==> src/hdl/opm_pkg.sv <==
// Constants, types and register map of the oscillator and power-mode controller
// Operation
// - Drive range bit 0 is weak drive up to 10MHz; 1 is strong drive above.
// - Drive range writes ignored while crystal pins assigned and crystal enabled.
// - High-speed stable flag clears on enable, sets once oscillator is stable.
// - High-speed control bit 0 turns crystal off/on; all bits reset to 0.
// - Bits 7 to 3 of both crystal control registers read as zero.
// - Fast start bit: 0 low power slow start, 1 fast start; resets 0.
// - Fast start bit frozen while low-speed crystal drives the system clock.
// - Low-speed stable flag clears on enable, sets once oscillator is stable.
// - Low-speed control bit 0 disables/enables crystal; resets to 0.
// - Divider code all ones moves system clock to sub clock, SLOW mode.
// - SLOW switch completes only after the selected low-speed source is stable.
// - Codes 000 to 110 return to high clock divided by 1 to 64.
// - Return to FAST waits for a stopped high clock to restart.
// - Keep bits pick SLEEP, sub-only, both-clocks or high-only halt mode.
// - SLEEP stops all clocks and functions except an enabled watchdog.
// - Sub-only halt stops high clock and CPU, sub clock keeps running.
// - Both-clocks halt keeps both clocks running with the CPU halted.
// - High-only halt keeps high clock, stops sub clock, CPU halted.
// - Halt entry keeps memory, registers and port states unchanged.
// - Halt entry sets the powerdown flag and clears the watchdog expiry flag.
// - Halt entry clears watchdog counter; it runs on only if enabled.
// - Source picks: high 0 RC, 1 crystal; low 0 RC, 1 crystal.
package opm_pkg;
    localparam logic [7:0] ADDR_SCC  = 8'h00;
    localparam logic [7:0] ADDR_HS_CRYSTAL_CTRL = 8'h04;
    localparam logic [7:0] ADDR_LP_CRYSTAL_CTRL = 8'h08;
    localparam logic [7:0] ADDR_STAT = 8'h0C;
    localparam logic [7:0] ADDR_MISC = 8'h10;

    localparam int SCC_DIV_LSB = 5;
    localparam int SCC_FHS     = 3;
    localparam int SCC_FSS     = 2;
    localparam int SCC_HKEEP   = 1;
    localparam int SCC_LKEEP   = 0;
    localparam int XT_MODE     = 2;
    localparam int XT_STABLE   = 1;
    localparam int XT_ON       = 0;
    localparam int ST_PWD      = 3;
    localparam int ST_WDX      = 4;
    localparam int ST_BUSY     = 5;
    localparam int ST_SUB      = 6;
    localparam int MISC_PINS   = 0;
    localparam int MISC_WDEN   = 1;

    localparam logic [2:0] DIV_SUB   = 3'h7;
    localparam logic [2:0] DIV_RESET = 3'h0;
    localparam logic [7:0] SCC_RESET = 8'h00;

    // Switch gap in system clock periods
    localparam int SWITCH_GAP_TSYS = 4;
    localparam int SYS_PERIOD_NS   = 4;
    localparam int GAP_CYC = (SWITCH_GAP_TSYS * SYS_PERIOD_NS + SYS_PERIOD_NS - 1)
                             / SYS_PERIOD_NS;
    localparam logic [2:0] GAP_LOAD = 3'(GAP_CYC - 1);

    typedef enum logic [2:0] {
        PM_RUN, PM_SLEEP, PM_SUB_ONLY, PM_BOTH, PM_HIGH_ONLY
    } opm_pmode_t;

    typedef enum logic [1:0] {SW_RUN, SW_WAIT, SW_GAP} opm_sw_t;

    typedef struct packed {
        logic hs_crystal_ready;
        logic hs_rc_stable;
        logic lp_crystal_ready;
        logic lp_rc_ready;
    } opm_osc_stat_t;

    typedef struct packed {
        logic       hs_crystal_en;
        logic       crystal_drive_range;
        logic       lp_crystal_en;
        logic       lp_crystal_fast_start;
        logic       high_clock_run;
        logic       sub_clock_run;
        logic       lp_rc_run;
        logic       sys_clk_gate;
        logic       sys_use_sub;
        logic       sys_use_crystal;
        logic [2:0] sys_div;
        logic       cpu_run;
    } opm_clk_out_t;
endpackage

==> src/hdl/opm_ctrl.sv <==
// Oscillator enables, system clock switching and halt mode control
`timescale 1ns/100ps
module opm_ctrl (
    input  wire logic                  clock,
    input  wire logic                  rst_b,
    input  wire logic                  psel,
    input  wire logic                  penable,
    input  wire logic                  pwrite,
    input  wire logic [7:0]            paddr,
    input  wire logic [31:0]           pwdata,
    output logic      [31:0]           prdata,
    output logic                       pready,
    output logic                       pslverr,
    input  wire opm_pkg::opm_osc_stat_t osc,
    input  wire logic                  halt_req,
    input  wire logic                  wake_req,
    input  wire logic                  wdog_clear_cmd,
    input  wire logic                  wdog_timeout,
    output opm_pkg::opm_clk_out_t      clk_out,
    output logic                       watchdog_counter_clear,
    output logic                       watchdog_counter_run,
    output logic                       powerdown_flag,
    output logic                       wdog_expiry_flag
);
    import opm_pkg::*;

    function automatic logic is_mapped(input logic [7:0] a);
        return a == ADDR_SCC || a == ADDR_HS_CRYSTAL_CTRL || a == ADDR_LP_CRYSTAL_CTRL ||
               a == ADDR_STAT || a == ADDR_MISC;
    endfunction

    // Stability of the source behind a divider/source setting
    function automatic logic src_ok(input logic [2:0] dv, input logic fh,
                                    input logic fs, input logic hst,
                                    input logic lst, input opm_osc_stat_t o);
        if (dv == DIV_SUB)
            return fs ? lst : o.lp_rc_ready;
        return fh ? hst : o.hs_rc_stable;
    endfunction

    // APB slave: no wait state, answer in first access cycle
    logic        pready_q, pready_d;
    logic        pslverr_q, pslverr_d;
    logic [31:0] prdata_q, prdata_d;
    logic        wr_en;

    // Software registers
    logic [7:0] scc_q, scc_d;
    logic       hs_on_q, hs_on_d;
    logic       range_q, range_d;
    logic       hs_stable_q, hs_stable_d;
    logic       lp_on_q, lp_on_d;
    logic       fast_q, fast_d;
    logic       lp_stable_q, lp_stable_d;
    logic       pins_q, pins_d;
    logic       wden_q, wden_d;
    logic       pwd_q, pwd_d;
    logic       wdx_q, wdx_d;

    // Clock switch state
    opm_sw_t    sw_q, sw_d;
    logic [2:0] gap_q, gap_d;
    logic [2:0] act_div_q, act_div_d;
    logic       act_fhs_q, act_fhs_d;
    logic       act_fss_q, act_fss_d;
    logic       gate_q, gate_d;

    // Power mode state
    opm_pmode_t pm_q, pm_d;
    logic       wclr_q, wclr_d;
    opm_clk_out_t out_q, out_d;

    logic [2:0] tgt_div;
    logic       tgt_fhs;
    logic       tgt_fss;
    logic       halt_go;
    logic       lxt_is_sys;

    assign tgt_div    = scc_q[SCC_DIV_LSB +: 3];
    assign tgt_fhs    = scc_q[SCC_FHS];
    assign tgt_fss    = scc_q[SCC_FSS];
    assign wr_en      = psel & penable & pready_q & pwrite;
    assign halt_go    = halt_req & (pm_q == PM_RUN);
    assign lxt_is_sys = (act_div_q == DIV_SUB) & act_fss_q;

    assign prdata  = prdata_q;
    assign pready  = pready_q;
    assign pslverr = pslverr_q;
    assign clk_out = out_q;
    assign watchdog_counter_clear = wclr_q;
    assign watchdog_counter_run   = wden_q;
    assign powerdown_flag         = pwd_q;
    assign wdog_expiry_flag       = wdx_q;

    always_comb begin
        pready_d  = psel & ~penable & ~pready_q;
        pslverr_d = 1'b0;
        prdata_d  = prdata_q;
        if (psel & ~penable) begin
            pslverr_d = ~is_mapped(paddr);
            prdata_d  = 32'h0000_0000;
            if (!pwrite) begin
                unique case (paddr)
                    ADDR_SCC:  prdata_d[7:0] = {scc_q[7:5], 1'b0, scc_q[3:0]};
                    // Upper bits of both crystal registers read zero
                    ADDR_HS_CRYSTAL_CTRL: prdata_d[2:0] = {range_q, hs_stable_q, hs_on_q};
                    ADDR_LP_CRYSTAL_CTRL: prdata_d[2:0] = {fast_q, lp_stable_q, lp_on_q};
                    ADDR_STAT: begin
                        prdata_d[2:0]     = pm_q;
                        prdata_d[ST_PWD]  = pwd_q;
                        prdata_d[ST_WDX]  = wdx_q;
                        prdata_d[ST_BUSY] = sw_q != SW_RUN;
                        prdata_d[ST_SUB]  = act_div_q == DIV_SUB;
                    end
                    ADDR_MISC: begin
                        prdata_d[MISC_PINS] = pins_q;
                        prdata_d[MISC_WDEN] = wden_q;
                    end
                    default: prdata_d = 32'h0000_0000;
                endcase
            end
        end
    end

    always_ff @(posedge clock) begin
        if (!rst_b) begin
            pready_q  <= 1'b0;
            pslverr_q <= 1'b0;
            prdata_q  <= 32'h0000_0000;
        end else begin
            pready_q  <= pready_d;
            pslverr_q <= pslverr_d;
            prdata_q  <= prdata_d;
        end
    end

    always_comb begin
        scc_d   = scc_q;
        hs_on_d = hs_on_q;
        range_d = range_q;
        lp_on_d = lp_on_q;
        fast_d  = fast_q;
        pins_d  = pins_q;
        wden_d  = wden_q;
        if (wr_en) begin
            unique case (paddr)
                ADDR_SCC: scc_d = {pwdata[7:5], 1'b0, pwdata[3:0]};
                ADDR_HS_CRYSTAL_CTRL: begin
                    hs_on_d = pwdata[XT_ON];
                    // Pins and enable both set lock the range
                    if (!(pins_q && hs_on_q))
                        range_d = pwdata[XT_MODE];
                end
                ADDR_LP_CRYSTAL_CTRL: begin
                    lp_on_d = pwdata[XT_ON];
                    if (!lxt_is_sys)
                        fast_d = pwdata[XT_MODE];
                end
                ADDR_MISC: begin
                    pins_d = pwdata[MISC_PINS];
                    wden_d = pwdata[MISC_WDEN];
                end
                default: ;
            endcase
        end
        // Flag follows enable: low on enable, high once oscillator settles
        hs_stable_d = hs_on_q & osc.hs_crystal_ready;
        lp_stable_d = lp_on_q & osc.lp_crystal_ready;
        // Hardware set wins over software clear
        pwd_d = pwd_q;
        if (wdog_clear_cmd)
            pwd_d = 1'b0;
        if (halt_go)
            pwd_d = 1'b1;
        wdx_d = wdx_q;
        if (halt_go)
            wdx_d = 1'b0;
        if (wdog_timeout)
            wdx_d = 1'b1;
    end

    always_ff @(posedge clock) begin
        if (!rst_b) begin
            scc_q       <= SCC_RESET;
            hs_on_q     <= 1'b0;
            range_q     <= 1'b0;
            hs_stable_q <= 1'b0;
            lp_on_q     <= 1'b0;
            fast_q      <= 1'b0;
            lp_stable_q <= 1'b0;
            pins_q      <= 1'b0;
            wden_q      <= 1'b1;
            pwd_q       <= 1'b0;
            wdx_q       <= 1'b0;
        end else begin
            scc_q       <= scc_d;
            hs_on_q     <= hs_on_d;
            range_q     <= range_d;
            hs_stable_q <= hs_stable_d;
            lp_on_q     <= lp_on_d;
            fast_q      <= fast_d;
            lp_stable_q <= lp_stable_d;
            pins_q      <= pins_d;
            wden_q      <= wden_d;
            pwd_q       <= pwd_d;
            wdx_q       <= wdx_d;
        end
    end

    // Switch: wait for target stable, gate low for the gap, then commit.
    // Gate stays low the whole gap so no runt pulse reaches the CPU.
    always_comb begin
        sw_d      = sw_q;
        gap_d     = gap_q;
        act_div_d = act_div_q;
        act_fhs_d = act_fhs_q;
        act_fss_d = act_fss_q;
        gate_d    = gate_q;
        unique case (sw_q)
            SW_RUN: begin
                if (tgt_div != act_div_q || tgt_fhs != act_fhs_q ||
                    tgt_fss != act_fss_q)
                    sw_d = SW_WAIT;
            end
            SW_WAIT: begin
                // Old clock keeps running until the target has settled
                if (src_ok(tgt_div, tgt_fhs, tgt_fss, hs_stable_q,
                           lp_stable_q, osc)) begin
                    sw_d   = SW_GAP;
                    gap_d  = GAP_LOAD;
                    gate_d = 1'b0;
                end
            end
            SW_GAP: begin
                if (gap_q == 3'h0) begin
                    act_div_d = tgt_div;
                    act_fhs_d = tgt_fhs;
                    act_fss_d = tgt_fss;
                    gate_d    = 1'b1;
                    sw_d      = SW_RUN;
                end else begin
                    gap_d = gap_q - 3'h1;
                end
            end
        endcase
    end

    always_ff @(posedge clock) begin
        if (!rst_b) begin
            sw_q      <= SW_RUN;
            gap_q     <= 3'h0;
            act_div_q <= DIV_RESET;
            act_fhs_q <= 1'b0;
            act_fss_q <= 1'b0;
            gate_q    <= 1'b1;
        end else begin
            sw_q      <= sw_d;
            gap_q     <= gap_d;
            act_div_q <= act_div_d;
            act_fhs_q <= act_fhs_d;
            act_fss_q <= act_fss_d;
            gate_q    <= gate_d;
        end
    end

    // Halt entry gates clocks, sets the powerdown flag, clears the expiry flag and pulses the watchdog clear
    always_comb begin
        pm_d   = pm_q;
        wclr_d = halt_go;
        if (halt_go) begin
            unique case ({scc_q[SCC_HKEEP], scc_q[SCC_LKEEP]})
                2'b00: pm_d = PM_SLEEP;
                2'b01: pm_d = PM_SUB_ONLY;
                2'b11: pm_d = PM_BOTH;
                2'b10: pm_d = PM_HIGH_ONLY;
            endcase
        end else if (wake_req) begin
            pm_d = PM_RUN;
        end
        out_d.crystal_drive_range   = range_q;
        out_d.lp_crystal_fast_start = fast_q;
        out_d.sys_clk_gate          = gate_q & (pm_q == PM_RUN);
        out_d.sys_use_sub           = act_div_q == DIV_SUB;
        out_d.sys_use_crystal       = act_div_q == DIV_SUB ? act_fss_q : act_fhs_q;
        out_d.sys_div               = act_div_q;
        out_d.cpu_run               = pm_q == PM_RUN;
        unique case (pm_q)
            PM_RUN: begin
                // In SLOW the high clock runs only if its oscillator is on or a return from SLOW is pending
                out_d.high_clock_run = act_div_q != DIV_SUB || hs_on_q ||
                                       tgt_div != DIV_SUB;
                out_d.sub_clock_run  = 1'b1;
            end
            PM_SLEEP: begin
                out_d.high_clock_run = 1'b0;
                out_d.sub_clock_run  = 1'b0;
            end
            PM_SUB_ONLY: begin
                out_d.high_clock_run = 1'b0;
                out_d.sub_clock_run  = 1'b1;
            end
            PM_BOTH: begin
                out_d.high_clock_run = 1'b1;
                out_d.sub_clock_run  = 1'b1;
            end
            PM_HIGH_ONLY: begin
                out_d.high_clock_run = 1'b1;
                out_d.sub_clock_run  = 1'b0;
            end
            default: begin
                out_d.high_clock_run = 1'b0;
                out_d.sub_clock_run  = 1'b0;
            end
        endcase
        out_d.hs_crystal_en = hs_on_q & out_d.high_clock_run;
        out_d.lp_crystal_en = lp_on_q & out_d.sub_clock_run;
        // Watchdog RC survives every mode while the watchdog is enabled
        out_d.lp_rc_run = out_d.sub_clock_run | wden_q;
    end

    always_ff @(posedge clock) begin
        if (!rst_b) begin
            pm_q   <= PM_RUN;
            wclr_q <= 1'b0;
            out_q  <= '{sys_clk_gate: 1'b1, high_clock_run: 1'b1,
                        sub_clock_run: 1'b1, lp_rc_run: 1'b1,
                        cpu_run: 1'b1, sys_div: DIV_RESET, default: 1'b0};
        end else begin
            pm_q   <= pm_d;
            wclr_q <= wclr_d;
            out_q  <= out_d;
        end
    end
endmodule

==> config.mk <==
export PLATFORM = sky130hd
export DESIGN_NAME = opm_ctrl
export DESIGN_NICKNAME = d
export VERILOG_FILES = /design/src/hdl/opm_pkg.sv /design/src/hdl/opm_ctrl.sv
export SDC_FILE = /design/constraint.sdc
export NUM_CORES = 1
export LEC_CHECK = 0
export BUFFER_PORTS_ARGS = -buffer_cell sky130_fd_sc_hd__buf_2
export CORE_ASPECT_RATIO = 1.2
export CORE_MARGIN = 3
export CORE_UTILIZATION = 40
export CTS_CLUSTER_DIAMETER = 200
export CTS_CLUSTER_SIZE = 10
export DETAILED_ROUTE_END_ITERATION = 12
export PLACE_DENSITY = 0.73
export SKIP_CTS_REPAIR_TIMING = 1
export SYNTH_ARGS = -nofsm -noshare
export SYNTH_HDL_FRONTEND = slang
export SYNTH_SLANG_ARGS = --single-unit
==> constraint.sdc <==
create_clock -name clock -period 3.7 [get_ports clock]
set_input_delay 0.37 -clock clock [delete_from_list [all_inputs] [get_ports clock]]
set_output_delay 0.37 -clock clock [all_outputs]
set_load 0.03 [all_outputs]
==> metrics.txt <==
status=finished clean; crit path from=sw_q[0]; Sw Pwr=410 uW; EDFF count, synth=0; 1st-iter DRT viols=roughly 130; sequential power share=45.9%; combinational share of power=approximately a fifth; root buffer cell=clkbuf_8; Setup Skew=0.00534 ns; final hold violations=0; worst-skew pair later-pin latency=around 0.31 ns; Synth Area in XOR/XNOR=1.67%; # clock sinks=56; sequential share of the synthesized area=~43%; n_diodes=0; Sum Neg Setup Slack=0 ns; Cells after Synth=295; worst endpoint required time=3.93 ns; crit end category=register; complex-gate fraction of the synthesized area=12.4%; post-place instance area=2870 um2; Static Leakage=0.00133 uW; Die Area=7560 um2; Most used DFF post-synth=dfxtp_1; # nets final=around 410; r2r worst-path depth=7; mux cell area share after synthesis=under 10%; Core ar.=6210 um2; Max Buffers Root-to-Sink=2; flop-to-flop setup slack=approximately 1.9 ns; share of layout cells above drive strength 1=22.8%; via count=2128; Crit Reg-Reg Startpoint=sw_q[0]; PortBufs=55; TritonCTS clock tree=built; number of CTS-inserted buffers=5; post-route minimum period=1.82 ns; largest net degree at the start of global routing=33; WL final=just under 6000 um; ANT nets after route=0; final instance area=3000 um2; # IOs=105; DRC=0; Clock Power Share=~33%; Worst setup endpoint=gap_q[2]; Synth Area in Simple Gates=22.1%; htree depth=2; Area growth, synth to finish=14.6%; post-synth cell types=46; vias in the first global route=1967; HP Class=input pin to register; Avg Inst Size Synth=8.88 um2; Yosys reg bits=56; Worst-path clk slew=roughly 0.1 ns; Max Cap Viol=0; die outline height=approximately 95 um; fmax=550 MHz; GRT Residual Overflow=0; reg2reg end=gap_q[2]; fin crit share=between 40% and 50%; Synthesis Warnings=0; largest family of logic cells by synthesized area=simple AND/OR/NAND/NOR gates; pwr/cell area=roughly 470 nW/um2; drt first pass iters=4; Worst-Margin Slew=between 1 and 1.5 ns; Placer Congestion=0.815; global-route wire length before repair=~9000 um; post-synthesis adder-cell area fraction=under 10%; initial antenna violation count=0; Global Route Usage Sum=15.5%; crit path DAT=2.05 ns; crit path launch type=register; count of final max-slew check failures=0; fill cell count=623; internal power=1010 uW; routed len/inst=13.6 um; RSZ-0062 raised after global routing=false; CP max FO=6; Starting Density=42.2%; crit path kind=register to register; Setup Viol. Count Final=0; Die X=79.9 um; FP Rows=31; asr flop ratio synth=0%; Post-Synthesis Cell Area=2620 um2; Peak VDD IR=0.180 mV; Sw Ratio=29.0%; Slew HR=32.5%; drt via density=between 4 and 5; Post-DP HPWL=4280 um
power by group through the flow:
stage          combinational (uW)  clock [uW]  sequential (uW)
6_report                      303         464              650
3_5_place_dp                  302           0              663
4_1_cts                       303         468              649
2_1_floorplan                 235           0              672
5_1_grt                       335         487              652
3_3_place_gp                  286           0              662
routing by layer:
layer	vias up	part of all wire, %	track usage (%)
met1	982	44	18.8
met3	6	8.0	4.10
li1	1068	-	-
met2	72	47	26.3
met5	-	0	0
met4	0	1.5	5.49
cells in the final DEF (no fill, tap or decap), types with 2 or more instances in the layout:
cell type and count:
ha_1 9, nand3_1 11, nor2_1 22, nand2b_1 6, mux2_2 3, inv_1 11
nand2_1 41, o21ai_0 5, buf_2 55, nor4_1 2, a32oi_1 2, and3_1 4
and2_1 4, a22o_1 2, nor3_1 7, mux2i_1 11, a31oi_1 3, o221a_2 2
nor2b_1 2, o22ai_1 2, conb_1 24, xor2_1 4, bufinv_16 2, nand4_1 2
dfxtp_1 56, clkbuf_8 5, a21oi_1 22, a22oi_1 10
final cells by class:
class / instances / area, um2 / share of cell area, %
clock buffer: 5 / 68.8 / 2.29
multi-input combinational: 216 / 1320 / 44.0
tap: 82 / 103 / 3.42
clock inverter: 2 / 60.1 / 2.00
sequential: 56 / 1120 / 37.3
timing repair buffer: 56 / 283 / 9.42
inverter: 12 / 45.0 / 1.50
cell families after synthesis:
kind of cell / count (synthesis)
AND/OR/NAND/NOR: 113
flip-flops: 56
AO/OA/AOI/OAI: 50
buffers and inverters: 46
multiplexers: 15
adder cells (fa/ha/maj): 9
XOR/XNOR: 5
other: 1
flip-flops by register name, indices dropped and copies added (netlist names), 2 cells and up:
register,count
clk_out,14
gap_q,3
pm_q,3
sw_q,2
prdata,8
act_div_q,3
scc_q,7
how the worst min path moves through the flow:
stage | slack (ns) | from | cells after the start | end
2_1_floorplan | 0.42 | range_q | 2 | clk_out[12]
3_3_place_gp | 0.42 | pready | 1 | pready
5_1_grt | 0.27 | wdog_timeout | 3 | wdog_expiry_flag
6_report | 0.27 | wdog_timeout | 3 | wdog_expiry_flag
4_1_cts | 0.26 | wdog_timeout | 3 | wdog_expiry_flag
3_5_place_dp | 0.43 | pready | 1 | pready
synthesized netlist by cell type, types with 2 or more instances:
cell type	n	share of area, %
nand4_1	2	0.48
o22ai_1	2	0.48
buf_1	3	0.43
ha_1	9	4.3
nand2_1	41	5.9
nor3_1	7	1.3
a31oi_1	3	0.72
mux2i_1	11	4.2
buf_2	2	0.38
mux2_2	3	1.3
nand3_1	11	2.1
o221a_2	2	0.86
nand2b_1	6	1.4
o21ai_0	5	0.95
and3_1	4	0.95
buf_4	25	7.2
a22o_1	2	0.67
a21oi_1	22	4.2
nor2b_1	2	0.48
inv_1	11	1.6
clkbuf_1	4	0.57
a32oi_1	2	0.67
nor4_1	2	0.48
xor2_1	4	1.3
dfxtp_1	56	43
and2_1	4	0.95
a22oi_1	10	2.9
nor2_1	22	3.2
worst max-delay path: stages, from the launching register on:
cell     delay, ns
dfxtp_1       0.35
inv_1         0.09
ha_1          0.29
inv_2         0.10
or4b_1        0.52
nor3b_1       0.20
a31oi_1       0.06
a21oi_1       0.13
metrics by stage:
step | setup WS, ns | cells | total power, uW | hold slack [ns] | util, %
3_3_place_gp | 1.68 | 422 | 948 | 0.420 | 46.3
6_report | 1.88 | 429 | 1420 | 0.266 | 48.4
4_1_cts | 1.87 | 429 | 1420 | 0.264 | 48.4
5_1_grt | 1.70 | 429 | 1470 | 0.270 | 48.4
2_1_floorplan | 2.09 | 318 | 908 | 0.422 | -
3_5_place_dp | 1.67 | 422 | 965 | 0.432 | 46.3
Power figures use the tool's default switching activity.
